`config.mk`:
```
export PLATFORM = sky130hd
export DESIGN_NAME = acs_sequencer
export DESIGN_NICKNAME = d
export VERILOG_FILES = /design/src/verilog/acs_pkg.sv /design/src/verilog/acs_delay_gen.sv /design/src/verilog/acs_opcode_rx.sv /design/src/verilog/acs_sequencer.sv
export VERILOG_INCLUDE_DIRS = /design/src /design/src/verilog
export SDC_FILE = /design/constraint.sdc
export NUM_CORES = 1
export LEC_CHECK = 0
export BUFFER_PORTS_ARGS = -buffer_cell sky130_fd_sc_hd__buf_4
export CAP_MARGIN = 0
export CORE_UTILIZATION = 30
export CTS_BUF_LIST = sky130_fd_sc_hd__clkbuf_4 sky130_fd_sc_hd__clkbuf_8
export CTS_CLUSTER_DIAMETER = 200
export DETAILED_ROUTE_END_ITERATION = 8
export PLACE_DENSITY = 0.46
export SETUP_SLACK_MARGIN = 0.15
export SYNTH_ARGS = -nofsm -noshare
export SYNTH_HDL_FRONTEND = slang
export SYNTH_HIERARCHICAL = 1
export SYNTH_SLANG_ARGS = --single-unit
```
`constraint.sdc`:
```
create_clock -name clk -period 4.13 [get_ports clk]
set_input_delay 0.6195 -clock clk [delete_from_list [all_inputs] [get_ports clk]]
set_output_delay 0.6195 -clock clk [all_outputs]
set_load 0.05 [all_outputs]
```
`src/verilog/acs_defs.svh`:
```
// Constants of the conversion sequencer: timing, opcodes, field positions.
// Assumes a 25 MHz clk; the fixed and step cycle counts are derived from it here, the ready lead is given in cycles.
`ifndef ACS_DEFS_SVH
`define ACS_DEFS_SVH
`define ACS_CLK_NS 40
`define ACS_FIXED_NS 52000
`define ACS_FIXED_CYC ((`ACS_FIXED_NS + `ACS_CLK_NS - 1) / `ACS_CLK_NS)
`define ACS_STEP_NS 8700
`define ACS_STEP_CYC ((`ACS_STEP_NS + `ACS_CLK_NS - 1) / `ACS_CLK_NS)
`define ACS_DELAY_TOP_SHIFT 10
`define ACS_READY_LEAD 16
`define ACS_RUN_MODE_SELECT_BIT 6
`define ACS_OPC_EDGE_NUM 7
`define ACS_OPC_MASK 8'hfe
`define ACS_OPC_MAIN_START 8'h08
`define ACS_OPC_MAIN_STOP 8'h0a
`define ACS_OPC_AUX_START 8'h0c
`define ACS_OPC_AUX_STOP 8'h0e
`define ACS_SYNC_RST 4'h2
`define ACS_FILT_FIR 3'h0
`define ACS_FILT_SINC1 3'h1
`define ACS_PH_ONE 2'h0
`define ACS_PH_TWO 2'h1
`define ACS_PH_FOUR 2'h3
`endif

```
`src/verilog/acs_pkg.sv`:
```
// Types shared by the conversion sequencer files.
// Assumes nothing beyond a SystemVerilog compiler.
`default_nettype none
package acs_pkg;
  typedef enum logic [3:0] {
    st_idle = 4'h1,
    st_fixed = 4'h2,
    st_delay = 4'h4,
    st_conv = 4'h8
  } acs_state_t;
endpackage
`default_nettype wire

```
`src/verilog/acs_delay_gen.sv`:
```
// Programmable settling delay: turns the 4-bit code into a registered cycle count.
// Assumes the code is steady while a conversion is being started.
`timescale 1ns/100ps
`default_nettype none
`include "acs_defs.svh"
module acs_delay_gen #(
  parameter int CNT_W = 28,
  parameter int STEP_CYC = `ACS_STEP_CYC
)(
  // Clock and reset
  input wire logic clk,
  input wire logic nrst,
  // Code in, count out
  input wire logic [3:0] code,
  output logic [CNT_W-1:0] delay_cyc
);
  logic [CNT_W-1:0] dly_nxt;
  logic [CNT_W-1:0] dly_r;
  logic [3:0] shift_amt;

  if (longint'(STEP_CYC) * (longint'(1) << `ACS_DELAY_TOP_SHIFT) >= (longint'(1) << CNT_W))
  begin
    $error("acs_delay_gen: CNT_W too small for the delay range");
  end

  // Code zero adds nothing, each higher code doubles the step
  // Codes past the top step stay at the top step, keeping the range bounded
  assign shift_amt = (code > 4'(`ACS_DELAY_TOP_SHIFT)) ? 4'(`ACS_DELAY_TOP_SHIFT) : code - 4'h1;
  assign dly_nxt = (code == 4'h0) ? '0 : (CNT_W'(STEP_CYC) << shift_amt);

  always_ff @(posedge clk)
  begin
    if (!nrst)
      dly_r <= '0;
    else
      dly_r <= dly_nxt;
  end

  assign delay_cyc = dly_r;
endmodule
`default_nettype wire

```
`src/verilog/acs_opcode_rx.sv`:
```
// Serial opcode receiver: gathers bits on serial clock falls, decodes at the 7th.
// Assumes cs_n, din and the fall pulse are already synchronised to clk.
`timescale 1ns/100ps
`default_nettype none
`include "acs_defs.svh"
module acs_opcode_rx
(
  // Clock and reset
  input wire logic clk,
  input wire logic nrst,
  // Synchronised serial side
  input wire logic cs_n_s,
  input wire logic sclk_fall,
  input wire logic din_s,
  // Decoded one-cycle commands
  output logic main_start,
  output logic main_stop,
  output logic aux_start,
  output logic aux_stop
);
  logic [2:0] bit_cnt_r;
  logic [5:0] sh_r;
  logic [7:0] opc;
  logic at_edge;
  logic [3:0] cmd_nxt;
  logic [3:0] cmd_r;

  // Bit position and shifter, cleared while deselected
  always_ff @(posedge clk)
  begin
    if (!nrst || cs_n_s)
    begin
      bit_cnt_r <= 3'h0;
      sh_r <= 6'h00;
    end
    else if (sclk_fall)
    begin
      bit_cnt_r <= bit_cnt_r + 3'h1;
      sh_r <= {sh_r[4:0], din_s};
    end
  end

  // Decode at the seventh fall; the last bit does not matter
  assign at_edge = sclk_fall && !cs_n_s && (bit_cnt_r == 3'(`ACS_OPC_EDGE_NUM - 1));
  assign opc = {sh_r, din_s, 1'b0};
  assign cmd_nxt[0] = at_edge && (opc == (`ACS_OPC_MAIN_START & `ACS_OPC_MASK));
  assign cmd_nxt[1] = at_edge && (opc == (`ACS_OPC_MAIN_STOP & `ACS_OPC_MASK));
  assign cmd_nxt[2] = at_edge && (opc == (`ACS_OPC_AUX_START & `ACS_OPC_MASK));
  assign cmd_nxt[3] = at_edge && (opc == (`ACS_OPC_AUX_STOP & `ACS_OPC_MASK));

  // Registered command pulses
  always_ff @(posedge clk)
  begin
    if (!nrst)
      cmd_r <= 4'h0;
    else
      cmd_r <= cmd_nxt;
  end

  assign main_start = cmd_r[0];
  assign main_stop = cmd_r[1];
  assign aux_start = cmd_r[2];
  assign aux_stop = cmd_r[3];
endmodule
`default_nettype wire

```
`src/verilog/acs_sequencer.sv`:
```
// Conversion sequencer: start pin and opcode control of the main converter, opcode-only control of the aux converter.
// Assumes a 25 MHz clk; pins are asynchronous and synchronised here.
`timescale 1ns/100ps
`default_nettype none
`include "acs_defs.svh"
module acs_sequencer #(
  parameter int BASE_W = 24,
  parameter int CNT_W = 28,
  parameter int DELAY_STEP_CYC = `ACS_STEP_CYC,
  parameter int FIXED_CYC = `ACS_FIXED_CYC
)(
  // Clock and reset
  input wire logic clk,
  input wire logic nrst,
  // Host pins
  input wire logic start_pin,
  input wire logic cs_n,
  input wire logic sclk,
  input wire logic din,
  output logic conversion_ready_n,
  output logic data_out_ready_n,
  output logic data_out_oe,
  // Configuration
  input wire logic [7:0] mode_config_0,
  input wire logic [3:0] delay_code,
  input wire logic [2:0] filter_order,
  input wire logic chop_en,
  input wire logic rotation_en,
  input wire logic mux_write,
  input wire logic [BASE_W-1:0] main_period_cyc,
  input wire logic [BASE_W-1:0] aux_first_cyc,
  input wire logic [BASE_W-1:0] aux_period_cyc,
  // Status to the datapath
  output logic main_busy,
  output logic main_new_data,
  output logic main_restart,
  output logic aux_busy,
  output logic aux_new_data
);
  localparam logic [3:0] SYNC_RST = `ACS_SYNC_RST;
  localparam logic [CNT_W-1:0] LEAD = CNT_W'(`ACS_READY_LEAD);

  logic [3:0] pin_raw;
  logic [3:0] s1_r;
  logic [3:0] s2_r;
  logic st_prev_r;
  logic sc_prev_r;
  acs_pkg::acs_state_t state_r;
  acs_pkg::acs_state_t state_nxt;
  logic [CNT_W-1:0] cnt_r;
  logic [CNT_W-1:0] cnt_nxt;
  logic [1:0] phase_r;
  logic [1:0] phase_nxt;
  logic pend_r;
  logic pend_nxt;
  logic rdy_n_r;
  logic rdy_n_nxt;
  logic new_data_r;
  logic restart_r;
  logic oe_r;
  logic aux_run_r;
  logic [BASE_W-1:0] aux_cnt_r;
  logic aux_nd_r;
  logic [CNT_W-1:0] delay_cyc;
  logic opc_m_start;
  logic opc_m_stop;
  logic opc_a_start;
  logic opc_a_stop;

  if (BASE_W < 8 || CNT_W < BASE_W + 4 || FIXED_CYC < 1 || DELAY_STEP_CYC < 1 ||
      longint'(FIXED_CYC) >= (longint'(1) << CNT_W))
  begin
    $error("acs_sequencer: unsupported parameters");
  end

  // Two-flop synchronisers for every pin
  assign pin_raw = {din, sclk, cs_n, start_pin};
  for (genvar i = 0; i < 4; i++)
  begin : g_sync
    always_ff @(posedge clk)
    begin
      if (!nrst)
      begin
        s1_r[i] <= SYNC_RST[i];
        s2_r[i] <= SYNC_RST[i];
      end
      else
      begin
        s1_r[i] <= pin_raw[i];
        s2_r[i] <= s1_r[i];
      end
    end
  end

  // Edge history of the synchronised start pin and serial clock
  always_ff @(posedge clk)
  begin
    if (!nrst)
    begin
      st_prev_r <= 1'b0;
      sc_prev_r <= 1'b0;
    end
    else
    begin
      st_prev_r <= s2_r[0];
      sc_prev_r <= s2_r[2];
    end
  end

  // Pin events; the host keeps each start level four clocks
  wire logic start_s = s2_r[0];
  wire logic csn_s = s2_r[1];
  wire logic sclk_s = s2_r[2];
  wire logic din_s = s2_r[3];
  wire logic start_rise = start_s && !st_prev_r;
  wire logic start_fall = !start_s && st_prev_r;
  wire logic sclk_fall = !sclk_s && sc_prev_r && !csn_s;

  acs_opcode_rx u_rx
  (
    .clk(clk),
    .nrst(nrst),
    .cs_n_s(csn_s),
    .sclk_fall(sclk_fall),
    .din_s(din_s),
    .main_start(opc_m_start),
    .main_stop(opc_m_stop),
    .aux_start(opc_a_start),
    .aux_stop(opc_a_stop)
  );

  acs_delay_gen #(
    .CNT_W(CNT_W),
    .STEP_CYC(DELAY_STEP_CYC)
  ) u_dly
  (
    .clk(clk),
    .nrst(nrst),
    .code(delay_code),
    .delay_cyc(delay_cyc)
  );

  // Mode and segment lengths
  wire logic pulse_mode = mode_config_0[`ACS_RUN_MODE_SELECT_BIT];
  wire logic chopped = chop_en || rotation_en;
  wire logic [1:0] phases_m1 = (chop_en && rotation_en) ? `ACS_PH_FOUR :
                               (chopped ? `ACS_PH_TWO : `ACS_PH_ONE);
  wire logic [2:0] order_eff = (filter_order == `ACS_FILT_FIR) ? `ACS_FILT_SINC1 : filter_order;
  wire logic [CNT_W-1:0] conv_len = CNT_W'(main_period_cyc) * CNT_W'(order_eff);
  wire logic [CNT_W-1:0] conv_m1 = conv_len - CNT_W'(1);
  wire logic [CNT_W-1:0] dly_m1 = delay_cyc - CNT_W'(1);
  wire logic [CNT_W-1:0] per_m1 = CNT_W'(main_period_cyc) - CNT_W'(1);
  wire logic dly_zero = (delay_cyc == '0);
  wire acs_pkg::acs_state_t seg_state = dly_zero ? acs_pkg::st_conv : acs_pkg::st_delay;
  wire logic [CNT_W-1:0] seg_cnt = dly_zero ? conv_m1 : dly_m1;

  // Conversion control events
  wire logic busy = (state_r != acs_pkg::st_idle);
  wire logic cnt_zero = (cnt_r == '0);
  wire logic last_phase = (phase_r == 2'h0);
  wire logic in_conv = (state_r == acs_pkg::st_conv) && last_phase;
  wire logic in_lead = in_conv && (cnt_r <= LEAD);
  wire logic done = in_conv && cnt_zero;
  wire logic start_ev = start_rise || opc_m_start;
  wire logic stop_ev = (start_fall || opc_m_stop) && !start_ev;
  wire logic restart_go = start_ev || (mux_write && busy);
  wire logic stop_ok = stop_ev && !pulse_mode;
  wire logic stop_go = stop_ok && busy && !in_lead;
  wire logic stop_late = stop_ok && in_lead;
  wire logic lead_hit = in_conv && (cnt_r == LEAD);

  // Sequencer next state: fixed wait, delay, conversion phases
  always_comb
  begin
    state_nxt = state_r;
    cnt_nxt = cnt_zero ? cnt_r : cnt_r - CNT_W'(1);
    phase_nxt = phase_r;
    pend_nxt = pend_r || stop_late;
    if (restart_go)
    begin
      state_nxt = acs_pkg::st_fixed;
      cnt_nxt = CNT_W'(FIXED_CYC) - CNT_W'(1);
      phase_nxt = phases_m1;
      pend_nxt = 1'b0;
    end
    else if (stop_go)
    begin
      state_nxt = acs_pkg::st_idle;
      pend_nxt = 1'b0;
    end
    else
    begin
      case (state_r)
        acs_pkg::st_idle:
        begin
          pend_nxt = 1'b0;
        end
        acs_pkg::st_fixed, acs_pkg::st_delay:
        begin
          if (cnt_zero)
          begin
            state_nxt = (state_r == acs_pkg::st_fixed) ? seg_state : acs_pkg::st_conv;
            cnt_nxt = (state_r == acs_pkg::st_fixed) ? seg_cnt : conv_m1;
          end
        end
        acs_pkg::st_conv:
        begin
          if (cnt_zero && !last_phase)
          begin
            phase_nxt = phase_r - 2'h1;
            state_nxt = seg_state;
            cnt_nxt = seg_cnt;
          end
          else if (cnt_zero && (pulse_mode || pend_r))
          begin
            state_nxt = acs_pkg::st_idle;
            pend_nxt = 1'b0;
          end
          else if (cnt_zero && chopped)
          begin
            state_nxt = seg_state;
            cnt_nxt = seg_cnt;
          end
          else if (cnt_zero)
          begin
            cnt_nxt = per_m1;
          end
        end
        default:
        begin
          state_nxt = acs_pkg::st_idle;
        end
      endcase
    end
  end

  // Ready flag: restart raises, completion lowers, read or lead raises in continuous mode
  assign rdy_n_nxt = restart_go ? 1'b1 :
                     done ? 1'b0 :
                     (!pulse_mode && !rdy_n_r && (sclk_fall || lead_hit)) ? 1'b1 :
                     rdy_n_r;

  always_ff @(posedge clk)
  begin
    if (!nrst)
    begin
      state_r <= acs_pkg::st_idle;
      cnt_r <= '0;
      phase_r <= 2'h0;
      pend_r <= 1'b0;
      rdy_n_r <= 1'b1;
    end
    else
    begin
      state_r <= state_nxt;
      cnt_r <= cnt_nxt;
      phase_r <= phase_nxt;
      pend_r <= pend_nxt;
      rdy_n_r <= rdy_n_nxt;
    end
  end

  // Status pulses and data-out enable
  always_ff @(posedge clk)
  begin
    if (!nrst)
    begin
      new_data_r <= 1'b0;
      restart_r <= 1'b0;
      oe_r <= 1'b0;
    end
    else
    begin
      new_data_r <= done && !restart_go;
      restart_r <= restart_go;
      oe_r <= !csn_s;
    end
  end

  // Aux converter: opcode-only continuous conversion
  always_ff @(posedge clk)
  begin
    if (!nrst)
    begin
      aux_run_r <= 1'b0;
      aux_cnt_r <= '0;
      aux_nd_r <= 1'b0;
    end
    else
    begin
      aux_nd_r <= aux_run_r && !opc_a_start && !opc_a_stop && (aux_cnt_r == '0);
      if (opc_a_start)
      begin
        aux_run_r <= 1'b1;
        aux_cnt_r <= aux_first_cyc - BASE_W'(1);
      end
      else if (opc_a_stop)
        aux_run_r <= 1'b0;
      else if (aux_run_r)
        aux_cnt_r <= (aux_cnt_r == '0) ? aux_period_cyc - BASE_W'(1) : aux_cnt_r - BASE_W'(1);
    end
  end

  // Outputs
  assign conversion_ready_n = rdy_n_r;
  assign data_out_ready_n = rdy_n_r;
  assign data_out_oe = oe_r;
  assign main_busy = busy;
  assign main_new_data = new_data_r;
  assign main_restart = restart_r;
  assign aux_busy = aux_run_r;
  assign aux_new_data = aux_nd_r;
endmodule
`default_nettype wire
```
==> results_dict.tcl, run 1 <==
set metrics [dict create \
    drive_gt1_share_pct 16.89 \
    final_common_cell "buf_4" \
    worst_pin_slew_ns 0.8091 \
    antenna-diode-count 0 \
    async_reset_ff_share_pct 0 \
    globalRouteTotalUtil_pct 18.58 \
    nets 1650 \
    die_area_sq_um 35760 \
    holdPathStages 2 \
    die_h_microns 189.1 \
    start_util_pct 30.48 \
    path_class "input port to flip-flop" \
    reg2reg_depth 13 \
    wl_per_cell_microns 17.26 \
    r2r_slack_ns 0.65 \
    maxCapViolCount 0 \
    cts_made_buffers 9 \
    wl_microns 33200 \
    peakVddDrop_mv 0.1998 \
    dr.pass1.iters 5 \
    cts.htree.levels 3 \
    fmax_mhz 257.6 \
    grt_pass1_vias 9719 \
    clock-sinks 110 \
    reg2reg_from "aux_cnt_r[2]" \
    hold_path_end "s1_r[1]" \
    clockBufferDepth 2 \
    cp_max_fo 11 \
    core.rowCount 68 \
    gp_congestion 0.8427 \
    outcome "finished, final reports clean" \
    post-route-period-util_pct 93.99 \
    io_pins 104 \
    drv_slew 0 \
    min_from "cs_n" \
    whs_ns 0.3888 \
    grt_pass1_wl_microns 53050 \
    drt_iter0_markers 647 \
    viasPerCell 5.267 \
    cts_tree "done" \
    crit_arrival_ns 4.17 \
    dpl-instance-area_sq_um 12050 \
    drc_errors 0 \
    port_buffers 96 \
    synth.avg_cell_area_sq_um 7.746 \
    path_clk_slew_ns 0.12 \
    synth_edf_count 0 \
    hold_class "input port to flip-flop" \
    overflow 0 \
    rsz0062_at_grt "yes" \
    layout_common_cells "161 x buf_4, 147 x nand2_1, 126 x nor2_1" \
    synthesis.area_sq_um 10500 \
    syn_inst 1356 \
    ys_types 102 \
    slew_headroom_pct 45.56 \
    power_density_nw_per_um2 389.3 \
    grt_max_degree 49 \
    stdcell_area_sq_um 12270 \
    critPathLaunchType "input port" \
    area_growth_pct 16.78 \
    ant_nets 0 \
    setup_viol 0 \
    yosysSeqAreaShare_pct 20.96 \
    dp_hpwl_microns 26420 \
    finClkSkew_ns 0.01515 \
    cp_data_required_time_ns 4.42 \
    chipWidth_microns 189.1 \
    core_area_sq_um 34460 \
    r2r_end "aux_cnt_r[22]" \
    min_period_ns 3.882 \
    p_leak_nw 4.993 \
    synth_flop_cell "dfxtp_1" \
    clk_latency_ns 0.41 \
    hold_viol 0 \
    vias 10130 \
    cts_root_buffer "clkbuf_8" \
    antenna_found_initial 0 \
    synth-seq-cells 110 \
    holdBufCountCts 0 \
    yosys_warnings 6 \
    endpoint_kind "flip-flop" \
]
-- synthesized netlist by cell type (25+ instances only) --
library cell	count	area [sq um]
a21oi_1	71	355.3
and2_1	25	156.4
clkbuf_1	46	172.7
dfxtp_1	110	2202
ha_1	68	850.8
inv_1	74	277.8
nand2_1	147	551.8
nand3_1	29	145.1
nor2_1	126	473.0
nor3_1	40	200.2
nor4_1	32	200.2
o21ai_0	72	360.4
o22ai_1	28	175.2
xnor2_1	53	464.2
xor2_1	49	429.2
-- logic make-up after synthesis --
group | Yosys count | share of synthesized area [%]
AOI/OAI and AO/OA | 345 | 22.64
and+or+nand+nor | 536 | 26.91
other | 1 | 0.03570
adders and majority gates | 92 | 12.58
xor gates and xnor gates | 102 | 8.505
buffers and inverters | 146 | 5.944
DFF | 110 | 20.96
muxes | 24 | 2.418
-- power by group --
group	internal, mW	switching [mW]	leakage (nW)
Combinational	1.15	1.59	3.99
Sequential	1.18	0.125	0.895
Clock	0.297	0.433	0.106
-- cell type report --
class / instances / area [sq um]
flip-flops and latches: 110 / 2203
well taps: 455 / 569.3
clock buffers: 9 / 123.9
fillers: 3675 / 22190
multi-input cells: 1105 / 7787
inverters: 76 / 285.3
repair buffers: 161 / 1209
clock inverters: 7 / 88.84
-- worst max-delay path by stage --
| stage | slack [ns] | from | depth (start not counted) | end |
|---|---|---|---|---|
| 6_report | 0.25 | filter_order[1] | 14 | cnt_r[27] |
| 5_1_grt | 0.15 | filter_order[2] | 14 | cnt_r[27] |
| 4_1_cts | 0.33 | filter_order[1] | 14 | cnt_r[27] |
| 3_5_place_dp | -0.09 | filter_order[1] | 14 | cnt_r[27] |
| 3_3_place_gp | -0.08 | filter_order[1] | 14 | cnt_r[27] |
| 2_1_floorplan | 0.16 | filter_order[2] | 15 | cnt_r[19] |
-- worst max-delay path: stages --
cell and delay, ns:
buf_4 0.16, o21bai_4 0.29, and2_1 0.18, ha_1 0.23, ha_1 0.24, fa_2 0.42, a211oi_2 0.27, o21ai_1 0.15
a221oi_2 0.36, o21ai_2 0.20, a21o_1 0.25, and2_1 0.16, nor4_1 0.48, o21bai_1 0.15
-- registers in the layout, summed over array words and instances, names as in the netlist --
signal	cells
aux_busy	1
phase_r	2
s1_r	4
aux_cnt_r	24
u_rx/cmd_r	4
u_rx/bit_cnt_r	3
din_s	1
conversion_ready_n	1
data_out_oe	1
st_prev_r	1
pend_r	1
u_dly/delay_cyc	22
sc_prev_r	1
start_s	1
main_new_data	1
csn_s	1
state_r	4
cnt_r	28
sclk_s	1
aux_new_data	1
u_rx/sh_r	6
main_restart	1
-- repair_timing --
action	in CTS	in global routing
setup buffers	0	1
setup endpoints to repair	0	3
hold endpoints to repair	0	0
resized for setup	0	1
-- through the flow --
step / setup slack (ns) / power (mW) / TNS (ns) / instances / utilization, %
after floorplan: 0.1560 / 3.236 / 0 / 1361 / -
after global placement: -0.08035 / 4.032 / -0.1113 / 1906 / 34.96
after detailed placement: -0.09289 / 4.032 / -0.1451 / 1906 / 34.96
after CTS: 0.3344 / 4.783 / 0 / 1922 / 35.57
after global routing: 0.1462 / 5.134 / 0 / 1923 / 35.60
final: 0.2482 / 4.775 / 0 / 1923 / 35.60
-- metal layers --
metal	GRT usage, %	up-vias	share of wire, %	routed length (microns)
li1	-	5082	-	-
met1	25.73	4804	48	15910
met2	30.43	220	46	15240
met3	2.892	22	5.1	1683
met4	3.536	0	1.1	363
met5	0	-	0	0
(Power assumes the default switching activity.)
==> inputs of run 2 (changes only) <==
--- a/config.mk
+++ b/config.mk
@@ -8,10 +8,12 @@
 export LEC_CHECK = 0
 export BUFFER_PORTS_ARGS = -buffer_cell sky130_fd_sc_hd__buf_4
 export CAP_MARGIN = 0
+export CORE_MARGIN = 2
 export CORE_UTILIZATION = 30
 export CTS_BUF_LIST = sky130_fd_sc_hd__clkbuf_4 sky130_fd_sc_hd__clkbuf_8
 export CTS_CLUSTER_DIAMETER = 200
 export DETAILED_ROUTE_END_ITERATION = 8
+export GPL_ROUTABILITY_DRIVEN = 1
 export PLACE_DENSITY = 0.46
 export SETUP_SLACK_MARGIN = 0.15
 export SYNTH_ARGS = -nofsm -noshare
==> run 2 against run 1 <==
Against the previous run: core utilization increased by 0.10 points; non-clock buffer count increased by 6; worst hold slack better by 0.0042 ns; sequential power about the same; first-iteration DRC count is 18% lower; global-route usage fell by 0.25 points.
==> results_dict.tcl, run 2 (synthesis gave the netlist of run 1 again) <==
set metrics [dict create \
    critPathMostFrequentCell "a221oi_2" \
    port_buffers 96 \
    holdBufCountCts 0 \
    reg2reg_from "aux_cnt_r[2]" \
    clock-sinks 110 \
    overflow 0 \
    grt_pass1_vias 10030 \
    dpl_worst_slack_ns -0.1119 \
    critPathLaunchType "input port" \
    clk_latency_ns 0.41 \
    fin_util_pct 35.70 \
    seq_area_sq_um 2203 \
    multi_input_area_sq_um 7805 \
    critical_path_buf_inv_count 3 \
    endpoint_kind "flip-flop" \
    cts_root_buffer "clkbuf_8" \
    grt_pass1_wl_microns 53490 \
    maxCapViolCount 0 \
    dp_hpwl_microns 26460 \
    area_growth_pct 17.42 \
    endpoint "cnt_r[19]" \
    core.rowCount 68 \
    antenna-diode-count 0 \
    final_common_cell "buf_4" \
    viasPerCell 5.268 \
    p_leak_nw 5.025 \
    peakVddDrop_mv 0.2018 \
    path_class "input port to flip-flop" \
    worstSetupStartpoint "filter_order[2]" \
    crit_arrival_ns 4.05 \
    post-route-period-util_pct 90.83 \
    min_period_ns 3.751 \
    hold_viol 0 \
    antenna_found_initial 0 \
    drt_iter0_markers 530 \
    vias 10170 \
    r2r_slack_ns 0.68 \
    path_cells "buf_4 -> nand2_1 -> ha_1 -> fa_1 -> inv_1 -> ha_4 -> buf_12 -> a2111oi_4 -> a21oi_2 -> a221oi_2 -> o21ai_2 -> a221oi_2 -> xnor2_1 -> a222oi_1 -> o22ai_1" \
    gp_congestion 0.8401 \
    cts_tree "done" \
    ant_nets 0 \
    outcome "finished, final reports clean" \
    nets 1657 \
    cp_max_fo 10 \
    chipWidth_microns 191.1 \
    cpPeakStageDelay_ns 0.54 \
    clockBufferDepth 2 \
    stdcell_count 1930 \
    core_area_sq_um 34540 \
    layout_common_cells "164 x buf_4, 147 x nand2_1, 126 x nor2_1" \
    critPathSlowestCell "fa_1" \
    wl_microns 33170 \
    largest_reg_flops 28 \
    wl_per_cell_microns 17.19 \
    cts_made_buffers 9 \
    drc_errors 0 \
    io_pins 104 \
    slew_headroom_pct 44.63 \
    die_area_sq_um 36520 \
    cts.htree.levels 3 \
    setup_viol 0 \
    dr.pass1.iters 5 \
    rsz0062_at_grt "no" \
    cp_data_required_time_ns 4.43 \
    whs_ns 0.3930 \
    n_fill_cell 3765 \
    power_density_nw_per_um2 384.2 \
    layout_setup_ws_ns 0.3789 \
    grt_max_degree 49 \
    die_h_microns 191.1 \
    setup_tns_ns 0 \
    start_util_pct 30.41 \
    drive_gt1_share_pct 17.36 \
    cp_num_cells 15 \
    path_clk_slew_ns 0.13 \
    regMostFlops "cnt_r" \
    r2r_end "aux_cnt_r[22]" \
    globalRouteTotalUtil_pct 18.33 \
    drv_slew 0 \
    reg2reg_depth 13 \
    placed_cells 1910 \
    worst_pin_slew_ns 0.8306 \
    fmax_mhz 266.6 \
    cpLargestDelayFamily "compound AO/OA/AOI/OAI gates" \
    hold_class "input port to flip-flop" \
    finClkSkew_ns 0.02626 \
]
-- run 2: cell types whose count changed in the layout (fill, tap and decap cells not counted) --
cell / previous run / this run
nor4_2: 4 / 5
clkinv_8: 0 / 1
o21bai_2: 0 / 1
buf_4: 161 / 164
buf_6: 0 / 2
inv_8: 3 / 2
bufinv_16: 1 / 0
inv_6: 1 / 2
nor4_1: 32 / 31
buf_12: 0 / 1
-- run 2: final cells by class --
type | count | area share [%]
timing repair buffer | 167 | 10.33
tap | 455 | 4.616
sequential | 110 | 17.87
inverter | 76 | 2.313
multi-input combinational | 1106 | 63.28
clock inverter | 7 | 0.5884
clock buffer | 9 | 1.004
-- run 2: what timing repair did --
action | in CTS | in global routing
setup endpoints to repair | 0 | 4
setup buffers | 0 | 3
gates resized for setup | 0 | 4
-- run 2: where the power goes --
part	internal [mW]	total, mW	leakage (nW)	switching, mW
Sequential	1.18	1.31	0.895	0.126
Combinational	1.17	2.75	4.03	1.59
Clock	0.239	0.678	0.0970	0.439
-- run 2: through the flow --
step                      power [mW]  area, sq um
after CTS                      4.762        12280
after global routing           5.129        12330
after detailed placement       4.058        12090
after global placement         4.057        12090
final                          4.738        12330
after floorplan                3.236        10670
-- run 2: layer usage --
metal / routed length [microns] / vias up / track usage, %
li1: - / 5109 / -
met5: 0 / - / 0
met2: 15280 / 186 / 30.24
met3: 1427 / 25 / 2.919
met1: 16070 / 4848 / 25.27
met4: 386 / 0 / 3.521
-- run 2: worst min path at each step --
stage | startpoint | to | slack [ns] | depth (start not counted)
after floorplan | s1_r[1] | csn_s | 0.39 | 1
after global placement | s1_r[1] | csn_s | 0.39 | 1
after detailed placement | s1_r[1] | csn_s | 0.40 | 1
after CTS | cs_n | s1_r[1] | 0.37 | 2
after global routing | cs_n | s1_r[1] | 0.37 | 2
final | cs_n | s1_r[1] | 0.39 | 2
